[src/design/osr_pkg.sv]
// Constants and carrier types for the option select register block.
// Behaviour
// - Setup mode while slot setup select low; registers answer only then.
// - In setup mode decode configuration registers at I/O 100h..107h.
// - Card identifier low byte at 100h, high byte at 101h.
// - Separate read strobes for 100h and 101h; external store drives only then.
// - Bit 0 of 102h written 0 disables card, 1 enables it.
// - Card enable low suppresses normal-mode enable, channel check and ready wait, but not the block match output.
// - Card enable bit drives an output pin continuously, high means enabled.
// - Channel reset clears card enable and its pin.
// - Bits 6 and 7 of 102h drive pins, cleared by channel reset.
// - Non-DMA variant brings bits 1..5 of 102h to pins; DMA variant not.
// - 103h internal in pin modes 0 and 1, external in mode 2.
// - 104h internal only in pin mode 0, external otherwise.
// - 105h always internal in every mode and variant.
// - 105h bit 5 high releases ready on command edge, low asynchronously.
// - 105h bit 6 read-only extra status in mode 2, else reads 0.
// - 105h bit 7 reads low after error input, set to 1 by reset.
// - DMA variant: 105h bits 0..3 hold arbitration level.
// - DMA variant: 105h bit 4 low enables fair arbitration.
// - Non-DMA variant: 105h bits 0..3 drive open-collector pins.
// - Non-DMA variant: 105h bit 4 is plain storage, no pin.
// - 106h and 107h external; strobes for them in pin mode 2 only.
// - Error input low asserts channel check and latches the check flag.
// - Modes 0 and 1 compare address inputs with 103h bits 7:6, low on match.
package osr_pkg;

    // ------------------------------------------------------------
    // Register offsets
    // ------------------------------------------------------------
    localparam logic [15:0] OSR_ADDR_ID_LOW = 16'h0100;
    localparam logic [15:0] OSR_ADDR_ID_HIGH = 16'h0101;
    localparam logic [15:0] OSR_ADDR_ENABLE = 16'h0102;
    localparam logic [15:0] OSR_ADDR_RELOC_A = 16'h0103;
    localparam logic [15:0] OSR_ADDR_RELOC_B = 16'h0104;
    localparam logic [15:0] OSR_ADDR_STATUS = 16'h0105;
    localparam logic [15:0] OSR_ADDR_EXTRA_LO = 16'h0106;
    localparam logic [15:0] OSR_ADDR_EXTRA_HI = 16'h0107;
    localparam logic [12:0] OSR_ADDR_BASE_HI = 13'h0020;

    // ------------------------------------------------------------
    // Field positions and reset values
    // ------------------------------------------------------------
    localparam int OSR_BIT_CARD_EN = 0;
    localparam int OSR_BIT_FAIR = 4;
    localparam int OSR_BIT_SYNC_RDY = 5;
    localparam int OSR_BIT_EXTRA_ST = 6;
    localparam int OSR_BIT_CHECK = 7;
    localparam logic [7:0] OSR_RST_ENABLE = 8'h00;
    localparam logic [7:0] OSR_RST_RELOC = 8'h00;
    localparam logic [7:0] OSR_RST_STATUS = 8'h80;
    localparam logic [12:0] OSR_RST_SYNC = 13'h1065;

    // ------------------------------------------------------------
    // Pin modes and carriers
    // ------------------------------------------------------------
    localparam logic [1:0] OSR_MODE_0 = 2'h0;
    localparam logic [1:0] OSR_MODE_1 = 2'h1;
    localparam logic [1:0] OSR_MODE_2 = 2'h2;

    typedef struct packed {
        logic id_low_rd;
        logic id_high_rd;
        logic reloc_a_rd;
        logic reloc_a_wr;
        logic reloc_b_rd;
        logic reloc_b_wr;
        logic extra_lo_rd;
        logic extra_lo_wr;
        logic extra_hi_rd;
        logic extra_hi_wr;
    } osr_strobe_t;

endpackage : osr_pkg

[src/design/osr_top.sv]
// Option select register bank with its strobes, pins and ready control.
`timescale 1ns/10ps
`default_nettype none
module osr_top
    import osr_pkg::*;
#(
    parameter bit DMA_VARIANT = 1'b0
) (
    input wire logic clk_sys_i,
    input wire logic rst_i,
    input wire logic slot_setup_select_n_i,
    input wire logic io_rd_i,
    input wire logic io_wr_i,
    input wire logic [15:0] io_addr_i,
    input wire logic [7:0] io_wdata_i,
    output logic [7:0] io_rdata_o,
    output logic io_rdata_oe_o,
    input wire logic channel_reset_i,
    input wire logic pin_configuration_strap_i,
    input wire logic pin_mode_one_i,
    input wire logic error_n_i,
    input wire logic extra_status_flag_n_i,
    input wire logic [1:0] block_a_address_inputs_i,
    input wire logic adapter_ready_n_i,
    input wire logic ready_strobe_i,
    input wire logic command_n_i,
    output logic id_low_read_strobe_n_o,
    output logic id_high_read_strobe_n_o,
    output logic [7:0] ext_strobe_n_o,
    output logic card_enabled_out_o,
    output logic user_out_six_o,
    output logic user_out_seven_o,
    output logic [4:0] user_out_one_to_five_o,
    output logic [3:0] open_collector_user_outs_o,
    output logic [3:0] open_collector_user_outs_oe_o,
    output logic [3:0] arb_level_o,
    output logic fair_enable_o,
    output logic block_a_match_n_o,
    output logic channel_check_line_o,
    output logic channel_ready_line_o,
    output logic normal_mode_en_o
);

    // ------------------------------------------------------------
    // Input synchronisers
    // ------------------------------------------------------------
    // Pins other than address and write data pass two flops that reset to idle levels, so no false edge follows.
    localparam int SYNC_W = 13;
    logic [SYNC_W-1:0] sync_meta_r;
    logic [SYNC_W-1:0] sync_r;
    always_ff @(posedge clk_sys_i or posedge rst_i) begin
        if (rst_i) begin
            sync_meta_r <= OSR_RST_SYNC;
            sync_r <= OSR_RST_SYNC;
        end else begin
            sync_meta_r <= {slot_setup_select_n_i, io_rd_i, io_wr_i, channel_reset_i,
                            pin_configuration_strap_i, pin_mode_one_i, error_n_i,
                            extra_status_flag_n_i, block_a_address_inputs_i,
                            adapter_ready_n_i, ready_strobe_i, command_n_i};
            sync_r <= sync_meta_r;
        end
    end
    logic setup_n_s;
    logic rd_s;
    logic wr_s;
    logic channel_reset_s;
    logic strap_s;
    logic mode_one_s;
    logic error_n_s;
    logic extra_n_s;
    logic [1:0] aa_s;
    logic adp_rdy_n_s;
    logic rdy_stb_s;
    logic cmd_n_s;
    assign {setup_n_s, rd_s, wr_s, channel_reset_s, strap_s, mode_one_s, error_n_s,
            extra_n_s, aa_s, adp_rdy_n_s, rdy_stb_s, cmd_n_s} = sync_r;

    // ------------------------------------------------------------
    // Pin mode and address decode
    // ------------------------------------------------------------
    // A strap tied to channel reset is low outside that reset, so mode 2 is
    // latched while it is high; a new strap is seen at the next channel reset.
    logic mode2_r;
    always_ff @(posedge clk_sys_i or posedge rst_i) begin
        if (rst_i) begin
            mode2_r <= 1'b0;
        end else if (channel_reset_s) begin
            mode2_r <= strap_s && !mode_one_s;
        end
    end

    logic in_setup;
    logic addr_hit;
    logic [2:0] reg_sel;
    logic rd_edge;
    logic wr_edge;
    logic rd_q_r;
    logic wr_q_r;
    assign in_setup = ~setup_n_s;
    assign addr_hit = in_setup && (io_addr_i[15:3] == OSR_ADDR_BASE_HI);
    assign reg_sel = io_addr_i[2:0];
    assign rd_edge = rd_s && !rd_q_r;
    assign wr_edge = wr_s && !wr_q_r;
    always_ff @(posedge clk_sys_i or posedge rst_i) begin
        if (rst_i) begin
            rd_q_r <= 1'b0;
            wr_q_r <= 1'b0;
        end else begin
            rd_q_r <= rd_s;
            wr_q_r <= wr_s;
        end
    end

    logic int_103;
    logic int_104;
    assign int_103 = !mode2_r;
    assign int_104 = !mode2_r && !mode_one_s;

    // ------------------------------------------------------------
    // Register storage
    // ------------------------------------------------------------
    logic [7:0] enable_r;
    logic [7:0] reloc_a_r;
    logic [7:0] reloc_b_r;
    logic [5:0] status_r;
    logic check_n_r;
    logic do_wr;
    assign do_wr = addr_hit && wr_edge;

    always_ff @(posedge clk_sys_i or posedge rst_i) begin
        if (rst_i) begin
            enable_r <= OSR_RST_ENABLE;
        end else if (channel_reset_s) begin
            enable_r <= OSR_RST_ENABLE;
        end else if (do_wr && reg_sel == OSR_ADDR_ENABLE[2:0]) begin
            enable_r <= io_wdata_i;
        end
    end

    always_ff @(posedge clk_sys_i or posedge rst_i) begin
        if (rst_i) begin
            reloc_a_r <= OSR_RST_RELOC;
            reloc_b_r <= OSR_RST_RELOC;
        end else if (channel_reset_s) begin
            reloc_a_r <= OSR_RST_RELOC;
            reloc_b_r <= OSR_RST_RELOC;
        end else if (do_wr) begin
            if (reg_sel == OSR_ADDR_RELOC_A[2:0] && int_103) begin
                reloc_a_r <= io_wdata_i;
            end
            if (reg_sel == OSR_ADDR_RELOC_B[2:0] && int_104) begin
                reloc_b_r <= io_wdata_i;
            end
        end
    end

    // Bits 5:0 of the status register are writable in every variant.
    always_ff @(posedge clk_sys_i or posedge rst_i) begin
        if (rst_i) begin
            status_r <= OSR_RST_STATUS[5:0];
        end else if (channel_reset_s) begin
            status_r <= OSR_RST_STATUS[5:0];
        end else if (do_wr && reg_sel == OSR_ADDR_STATUS[2:0]) begin
            status_r <= io_wdata_i[5:0];
        end
    end

    // The check flag stays low until a reset; a live error wins over channel reset.
    always_ff @(posedge clk_sys_i or posedge rst_i) begin
        if (rst_i) begin
            check_n_r <= OSR_RST_STATUS[OSR_BIT_CHECK];
        end else if (!error_n_s) begin
            check_n_r <= 1'b0;
        end else if (channel_reset_s) begin
            check_n_r <= OSR_RST_STATUS[OSR_BIT_CHECK];
        end
    end

    // ------------------------------------------------------------
    // Read path and strobes
    // ------------------------------------------------------------
    logic [7:0] rdata_nxt;
    logic rdata_oe_nxt;
    osr_strobe_t stb_nxt;
    logic do_rd;
    assign do_rd = addr_hit && rd_s;
    always_comb begin
        rdata_nxt = 8'h00;
        rdata_oe_nxt = 1'b0;
        stb_nxt = '0;
        if (do_rd) begin
            case (reg_sel)
                3'h0: stb_nxt.id_low_rd = 1'b1;
                3'h1: stb_nxt.id_high_rd = 1'b1;
                3'h2: begin
                    rdata_nxt = enable_r;
                    rdata_oe_nxt = 1'b1;
                end
                3'h3: begin
                    if (int_103) begin
                        rdata_nxt = reloc_a_r;
                        rdata_oe_nxt = 1'b1;
                    end else begin
                        stb_nxt.reloc_a_rd = 1'b1;
                    end
                end
                3'h4: begin
                    if (int_104) begin
                        rdata_nxt = reloc_b_r;
                        rdata_oe_nxt = 1'b1;
                    end else begin
                        stb_nxt.reloc_b_rd = 1'b1;
                    end
                end
                3'h5: begin
                    rdata_nxt = {check_n_r, mode2_r && extra_n_s, status_r};
                    rdata_oe_nxt = 1'b1;
                end
                3'h6: stb_nxt.extra_lo_rd = mode2_r;
                3'h7: stb_nxt.extra_hi_rd = mode2_r;
                default: ;
            endcase
        end
        if (addr_hit && wr_s) begin
            case (reg_sel)
                3'h3: stb_nxt.reloc_a_wr = !int_103;
                3'h4: stb_nxt.reloc_b_wr = !int_104;
                3'h6: stb_nxt.extra_lo_wr = mode2_r;
                3'h7: stb_nxt.extra_hi_wr = mode2_r;
                default: ;
            endcase
        end
    end

    always_ff @(posedge clk_sys_i or posedge rst_i) begin
        if (rst_i) begin
            io_rdata_o <= 8'h00;
            io_rdata_oe_o <= 1'b0;
            id_low_read_strobe_n_o <= 1'b1;
            id_high_read_strobe_n_o <= 1'b1;
            ext_strobe_n_o <= 8'hff;
        end else begin
            io_rdata_o <= rdata_nxt;
            io_rdata_oe_o <= rdata_oe_nxt;
            id_low_read_strobe_n_o <= !stb_nxt.id_low_rd;
            id_high_read_strobe_n_o <= !stb_nxt.id_high_rd;
            ext_strobe_n_o <= ~{stb_nxt.extra_hi_rd, stb_nxt.extra_hi_wr,
                                stb_nxt.extra_lo_rd, stb_nxt.extra_lo_wr,
                                stb_nxt.reloc_a_rd, stb_nxt.reloc_a_wr,
                                stb_nxt.reloc_b_rd, stb_nxt.reloc_b_wr};
        end
    end

    // ------------------------------------------------------------
    // User pins, match and check
    // ------------------------------------------------------------
    // Open-collector pins only pull low; a one is left to the pull-up.
    always_ff @(posedge clk_sys_i or posedge rst_i) begin
        if (rst_i) begin
            card_enabled_out_o <= 1'b0;
            normal_mode_en_o <= 1'b0;
            user_out_six_o <= 1'b0;
            user_out_seven_o <= 1'b0;
            user_out_one_to_five_o <= 5'h00;
            open_collector_user_outs_o <= 4'h0;
            open_collector_user_outs_oe_o <= 4'h0;
            arb_level_o <= 4'h0;
            fair_enable_o <= 1'b0;
            block_a_match_n_o <= 1'b1;
            channel_check_line_o <= 1'b0;
        end else begin
            card_enabled_out_o <= enable_r[OSR_BIT_CARD_EN];
            normal_mode_en_o <= enable_r[OSR_BIT_CARD_EN] && setup_n_s;
            user_out_six_o <= enable_r[6];
            user_out_seven_o <= enable_r[7];
            user_out_one_to_five_o <= DMA_VARIANT ? 5'h00 : enable_r[5:1];
            open_collector_user_outs_o <= 4'h0;
            open_collector_user_outs_oe_o <= DMA_VARIANT ? 4'h0 : ~status_r[3:0];
            arb_level_o <= DMA_VARIANT ? status_r[3:0] : 4'h0;
            fair_enable_o <= DMA_VARIANT && !status_r[OSR_BIT_FAIR];
            block_a_match_n_o <= !(int_103 && aa_s == reloc_a_r[7:6]);
            channel_check_line_o <= !error_n_s && enable_r[OSR_BIT_CARD_EN];
        end
    end

    // ------------------------------------------------------------
    // Channel ready
    // ------------------------------------------------------------
    // Ready is held low on an adapter wait; the sync bit picks its release.
    logic cmd_q_r;
    logic rdy_stb_q_r;
    logic wait_r;
    always_ff @(posedge clk_sys_i or posedge rst_i) begin
        if (rst_i) begin
            cmd_q_r <= 1'b1;
            rdy_stb_q_r <= 1'b0;
            wait_r <= 1'b0;
            channel_ready_line_o <= 1'b1;
        end else begin
            cmd_q_r <= cmd_n_s;
            rdy_stb_q_r <= rdy_stb_s;
            if (!enable_r[OSR_BIT_CARD_EN] || !setup_n_s) begin
                wait_r <= 1'b0;
            end else if (status_r[OSR_BIT_SYNC_RDY] && cmd_q_r && !cmd_n_s) begin
                wait_r <= 1'b0;
            end else if (!status_r[OSR_BIT_SYNC_RDY] && rdy_stb_s && !rdy_stb_q_r) begin
                wait_r <= 1'b0;
            end else if (!adp_rdy_n_s && cmd_n_s) begin
                wait_r <= 1'b1;
            end
            channel_ready_line_o <= !wait_r;
        end
    end

endmodule // osr_top
`default_nettype wire

[config.mk]
export PLATFORM = sky130hd
export DESIGN_NAME = osr_top
export DESIGN_NICKNAME = d
export VERILOG_FILES = /design/src/design/osr_pkg.sv /design/src/design/osr_top.sv
export SDC_FILE = /design/constraint.sdc
export NUM_CORES = 1
export LEC_CHECK = 0
export ABC_AREA = 1
export BUFFER_PORTS_ARGS = -buffer_cell sky130_fd_sc_hd__buf_2
export CORE_ASPECT_RATIO = 1.75
export CORE_MARGIN = 1.5
export CORE_UTILIZATION = 35
export DETAILED_ROUTE_END_ITERATION = 7
export GPL_ROUTABILITY_DRIVEN = 0
export GPL_TIMING_DRIVEN = 0
export SETUP_SLACK_MARGIN = 0.05
export SLEW_MARGIN = 15
export SYNTH_ARGS = -nofsm -noshare
export SYNTH_HDL_FRONTEND = slang
export SYNTH_SLANG_ARGS = --single-unit
[constraint.sdc]
create_clock -name clk_sys_i -period 3 [get_ports clk_sys_i]
set_input_delay 0.15 -clock clk_sys_i [delete_from_list [all_inputs] [get_ports clk_sys_i]]
set_output_delay 0.15 -clock clk_sys_i [all_outputs]
set_load 0.02 [all_outputs]
==> results.json <==
{
  "synth.avg_cell_area_sq_um": 10.3,
  "io_buffers": 73,
  "holdWs_ns": 0.133,
  "antenna_found_initial": 0,
  "cts_sinks": 97,
  "fin_crit_ns": 1.49,
  "synth_area_leaders": "dfrtp_1 (47%), dfstp_2 (16%), nand2_1 (9.3%)",
  "synth-seq-cells": 97,
  "r2r-start": "mode2_r$_DFFE_PP0P_",
  "maxCapViolations": 0,
  "synth_top_family_by_area": "simple AND/OR/NAND/NOR gates",
  "drv_slew": 0,
  "layout_commonest_cell": "nand2_1",
  "insertion_delay_ns": 0.35,
  "cp-end-kind": "flop",
  "synth_top_area_cell": "dfrtp_1",
  "synth-main-ff-cell": "dfrtp_1",
  "post_drt_wl_per_cell_um": 13.0,
  "die_w_um": 82.6,
  "synth-edff-count": 0,
  "synth_mux_area_share_pct": 0,
  "drtAntennaViolNets": 0,
  "drc_errors": 0,
  "layout-drive-gt1-share_pct": 33.2,
  "critical_path_arrival_ns": 1.78,
  "synthAdderAreaFrac_pct": 0,
  "finalCritPeriodShare_pct": 49.8,
  "grt_pass1_wl_um": 13400,
  "cp-start-kind": "flop",
  "root_buffer": "clkbuf_16",
  "first_global_vias": 2849,
  "areaGrowthSynthToFinish_pct": 26.5,
  "post_cts_buffers": 0,
  "synthesis.area_sq_um": 3880,
  "rsz0062_at_grt": "false",
  "wl_um": 8080,
  "diodes": 0,
  "power.leakage_nw": 2.49,
  "grt_max_degree": 51,
  "clock_path_buffers": 2,
  "final_cells": 621,
  "row_count": 50,
  "io_pins": 83,
  "synth-xor-area-share_pct": 0,
  "place_ws_ns": 1.50,
  "dieArea_sq_um": 11800,
  "final_cell_area_sq_um": 4910,
  "cp_max_fo": 10,
  "coreArea_sq_um": 10800,
  "async_flop_share_pct": 100,
  "slew_headroom_pct": 61.0,
  "dr.pass1.iters": 4,
  "reg2reg_to": "reloc_b_r[4]$_DFFE_PP0P_",
  "hold_viol": 0,
  "synth_cell_types": 29,
  "synth_top_area_share_pct": 47.0,
  "outcome": "complete, no violations",
  "layout_common_cells": "nand2_1 (96), dfrtp_1 (73), buf_2 (73)",
  "nets": 525,
  "worst_slack_ns": 1.51,
  "finalSetupViolCount": 0,
  "postPlaceCellArea_sq_um": 4470,
  "p_per_area_nw_per_um2": 557,
  "worst_pin_slew_ns": 0.585,
  "fmax_mhz": 669,
  "rr_worst_depth": 8,
  "r2r_slack_ns": 1.51,
  "vias": 2799,
  "startpoint": "mode2_r$_DFFE_PP0P_",
  "path_class": "flop to flop",
  "cts_resized": 0,
  "tns_ns": 0,
  "die_h_um": 142,
  "syn_inst": 379,
  "vdd.ir_drop.worst_mv": 0.303,
  "hold_class": "input pin to flop",
  "placed_cells": 591,
  "dr.first_iter.drc_count": 174,
  "crit_required_ns": 3.28,
  "grtUsageTotal_pct": 15.4,
  "crit_end": "reloc_b_r[4]$_DFFE_PP0P_",
  "cts_max_level": 3,
  "holdBufCountCts": 14,
  "synth_compound_area_share_pct": 2.64,
  "ys_warn_count": 0,
  "clkTransAtPathRegs_ns": 0.07,
  "seq_area_frac_synth_pct": 63.3,
  "fin_skew_ns": 0.00713,
  "start_util_pct": 36.1,
  "overflow": 0,
  "cts_buffers": 9,
  "dp_hpwl_um": 6110,
  "vias_per_cell": 4.51,
  "cts_tree": "built",
  "yosys.area_share.simple_pct": 27.6
}
## cells in the mapped netlist (2+ instances only)
cell type and number:
a21oi_1 3, buf_4 9, buf_6 2, clkbuf_1 4, clkinv_4 2, dfrtp_1 73
dfstp_2 24, inv_1 27, inv_2 6, nand2_1 96, nand2_2 3, nand3_1 52
nand3_4 2, nand4_4 3, nor2_1 35, nor2_2 9, nor2_4 8, nor3_1 2
o21ai_0 9
## metrics by stage
stage	power (mW)	util (%)
5_1_grt	2.86	45.7
3_3_place_gp	1.61	41.3
3_5_place_dp	1.62	41.6
4_1_cts	2.77	45.7
6_report	2.74	45.7
2_1_floorplan	1.54	-
## registers in the layout (all words and copies together) (netlist names), 4 cells and up
name	flops
enable_r	8
sync_r	13
reloc_b_r	8
open_collector_user_outs_oe_o	4
ext_strobe_n_o	8
sync_meta_r	13
io_rdata_o	8
status_r	6
reloc_a_r	8
user_out_one_to_five_o	5
## cell families (layout without fill, tap and decap cells)
family / Yosys count / count (layout)
other cells: 1 / 9
simple gates: 214 / 214
flops: 97 / 97
compound gates: 16 / 16
buf+inv: 51 / 155
## how the worst min path moves through the flow
| stage | start | end | cells past startpoint |
|---|---|---|---|
| 2_1_floorplan | command_n_i | sync_meta_r[0]$_DFF_PP1_ | 0 |
| 3_3_place_gp | slot_setup_select_n_i | sync_meta_r[12]$_DFF_PP1_ | 1 |
| 3_5_place_dp | error_n_i | sync_meta_r[6]$_DFF_PP1_ | 1 |
| 4_1_cts | io_addr_i[0] | id_low_read_strobe_n_o$_DFF_PP1_ | 3 |
| 5_1_grt | io_addr_i[0] | id_low_read_strobe_n_o$_DFF_PP1_ | 3 |
| 6_report | io_addr_i[0] | id_low_read_strobe_n_o$_DFF_PP1_ | 3 |
## power by group
group | total (mW) | internal, mW | switching, mW | leakage (nW)
combinational | 0.223 | 0.0783 | 0.145 | 1.14
sequential | 1.38 | 1.36 | 0.0204 | 1.20
clock | 1.13 | 0.595 | 0.539 | 0.150
total | 2.74 | 2.03 | 0.704 | 2.49
## cell type report
class / count / area, sq um
well taps: 130 / 163
plain buffers: 15 / 105
repair buffers: 88 / 533
inverters: 36 / 148
clock inverters: 7 / 76.3
fillers: 1022 / 5850
clock buffers: 9 / 225
multi-input cells: 239 / 1210
flip-flops and latches: 97 / 2460
## layer usage
metal	global-route usage, %	routed length (um)	vias up
li1	-	-	1394
met1	16.0	2930	1307
met2	27.6	4510	82
met3	3.14	402	16
met4	8.95	240	0
met5	0	0	-
## worst max-delay path, stage by stage, from the launching register on
cell      delay [ns]
dfrtp_1         0.37
buf_6           0.14
nor2_1          0.13
inv_2           0.09
nor2_8          0.21
nand4_4         0.22
clkinv_4        0.13
nand2_1         0.06
nand2_1         0.08
Note: power is estimated with default switching activity, not from simulation.
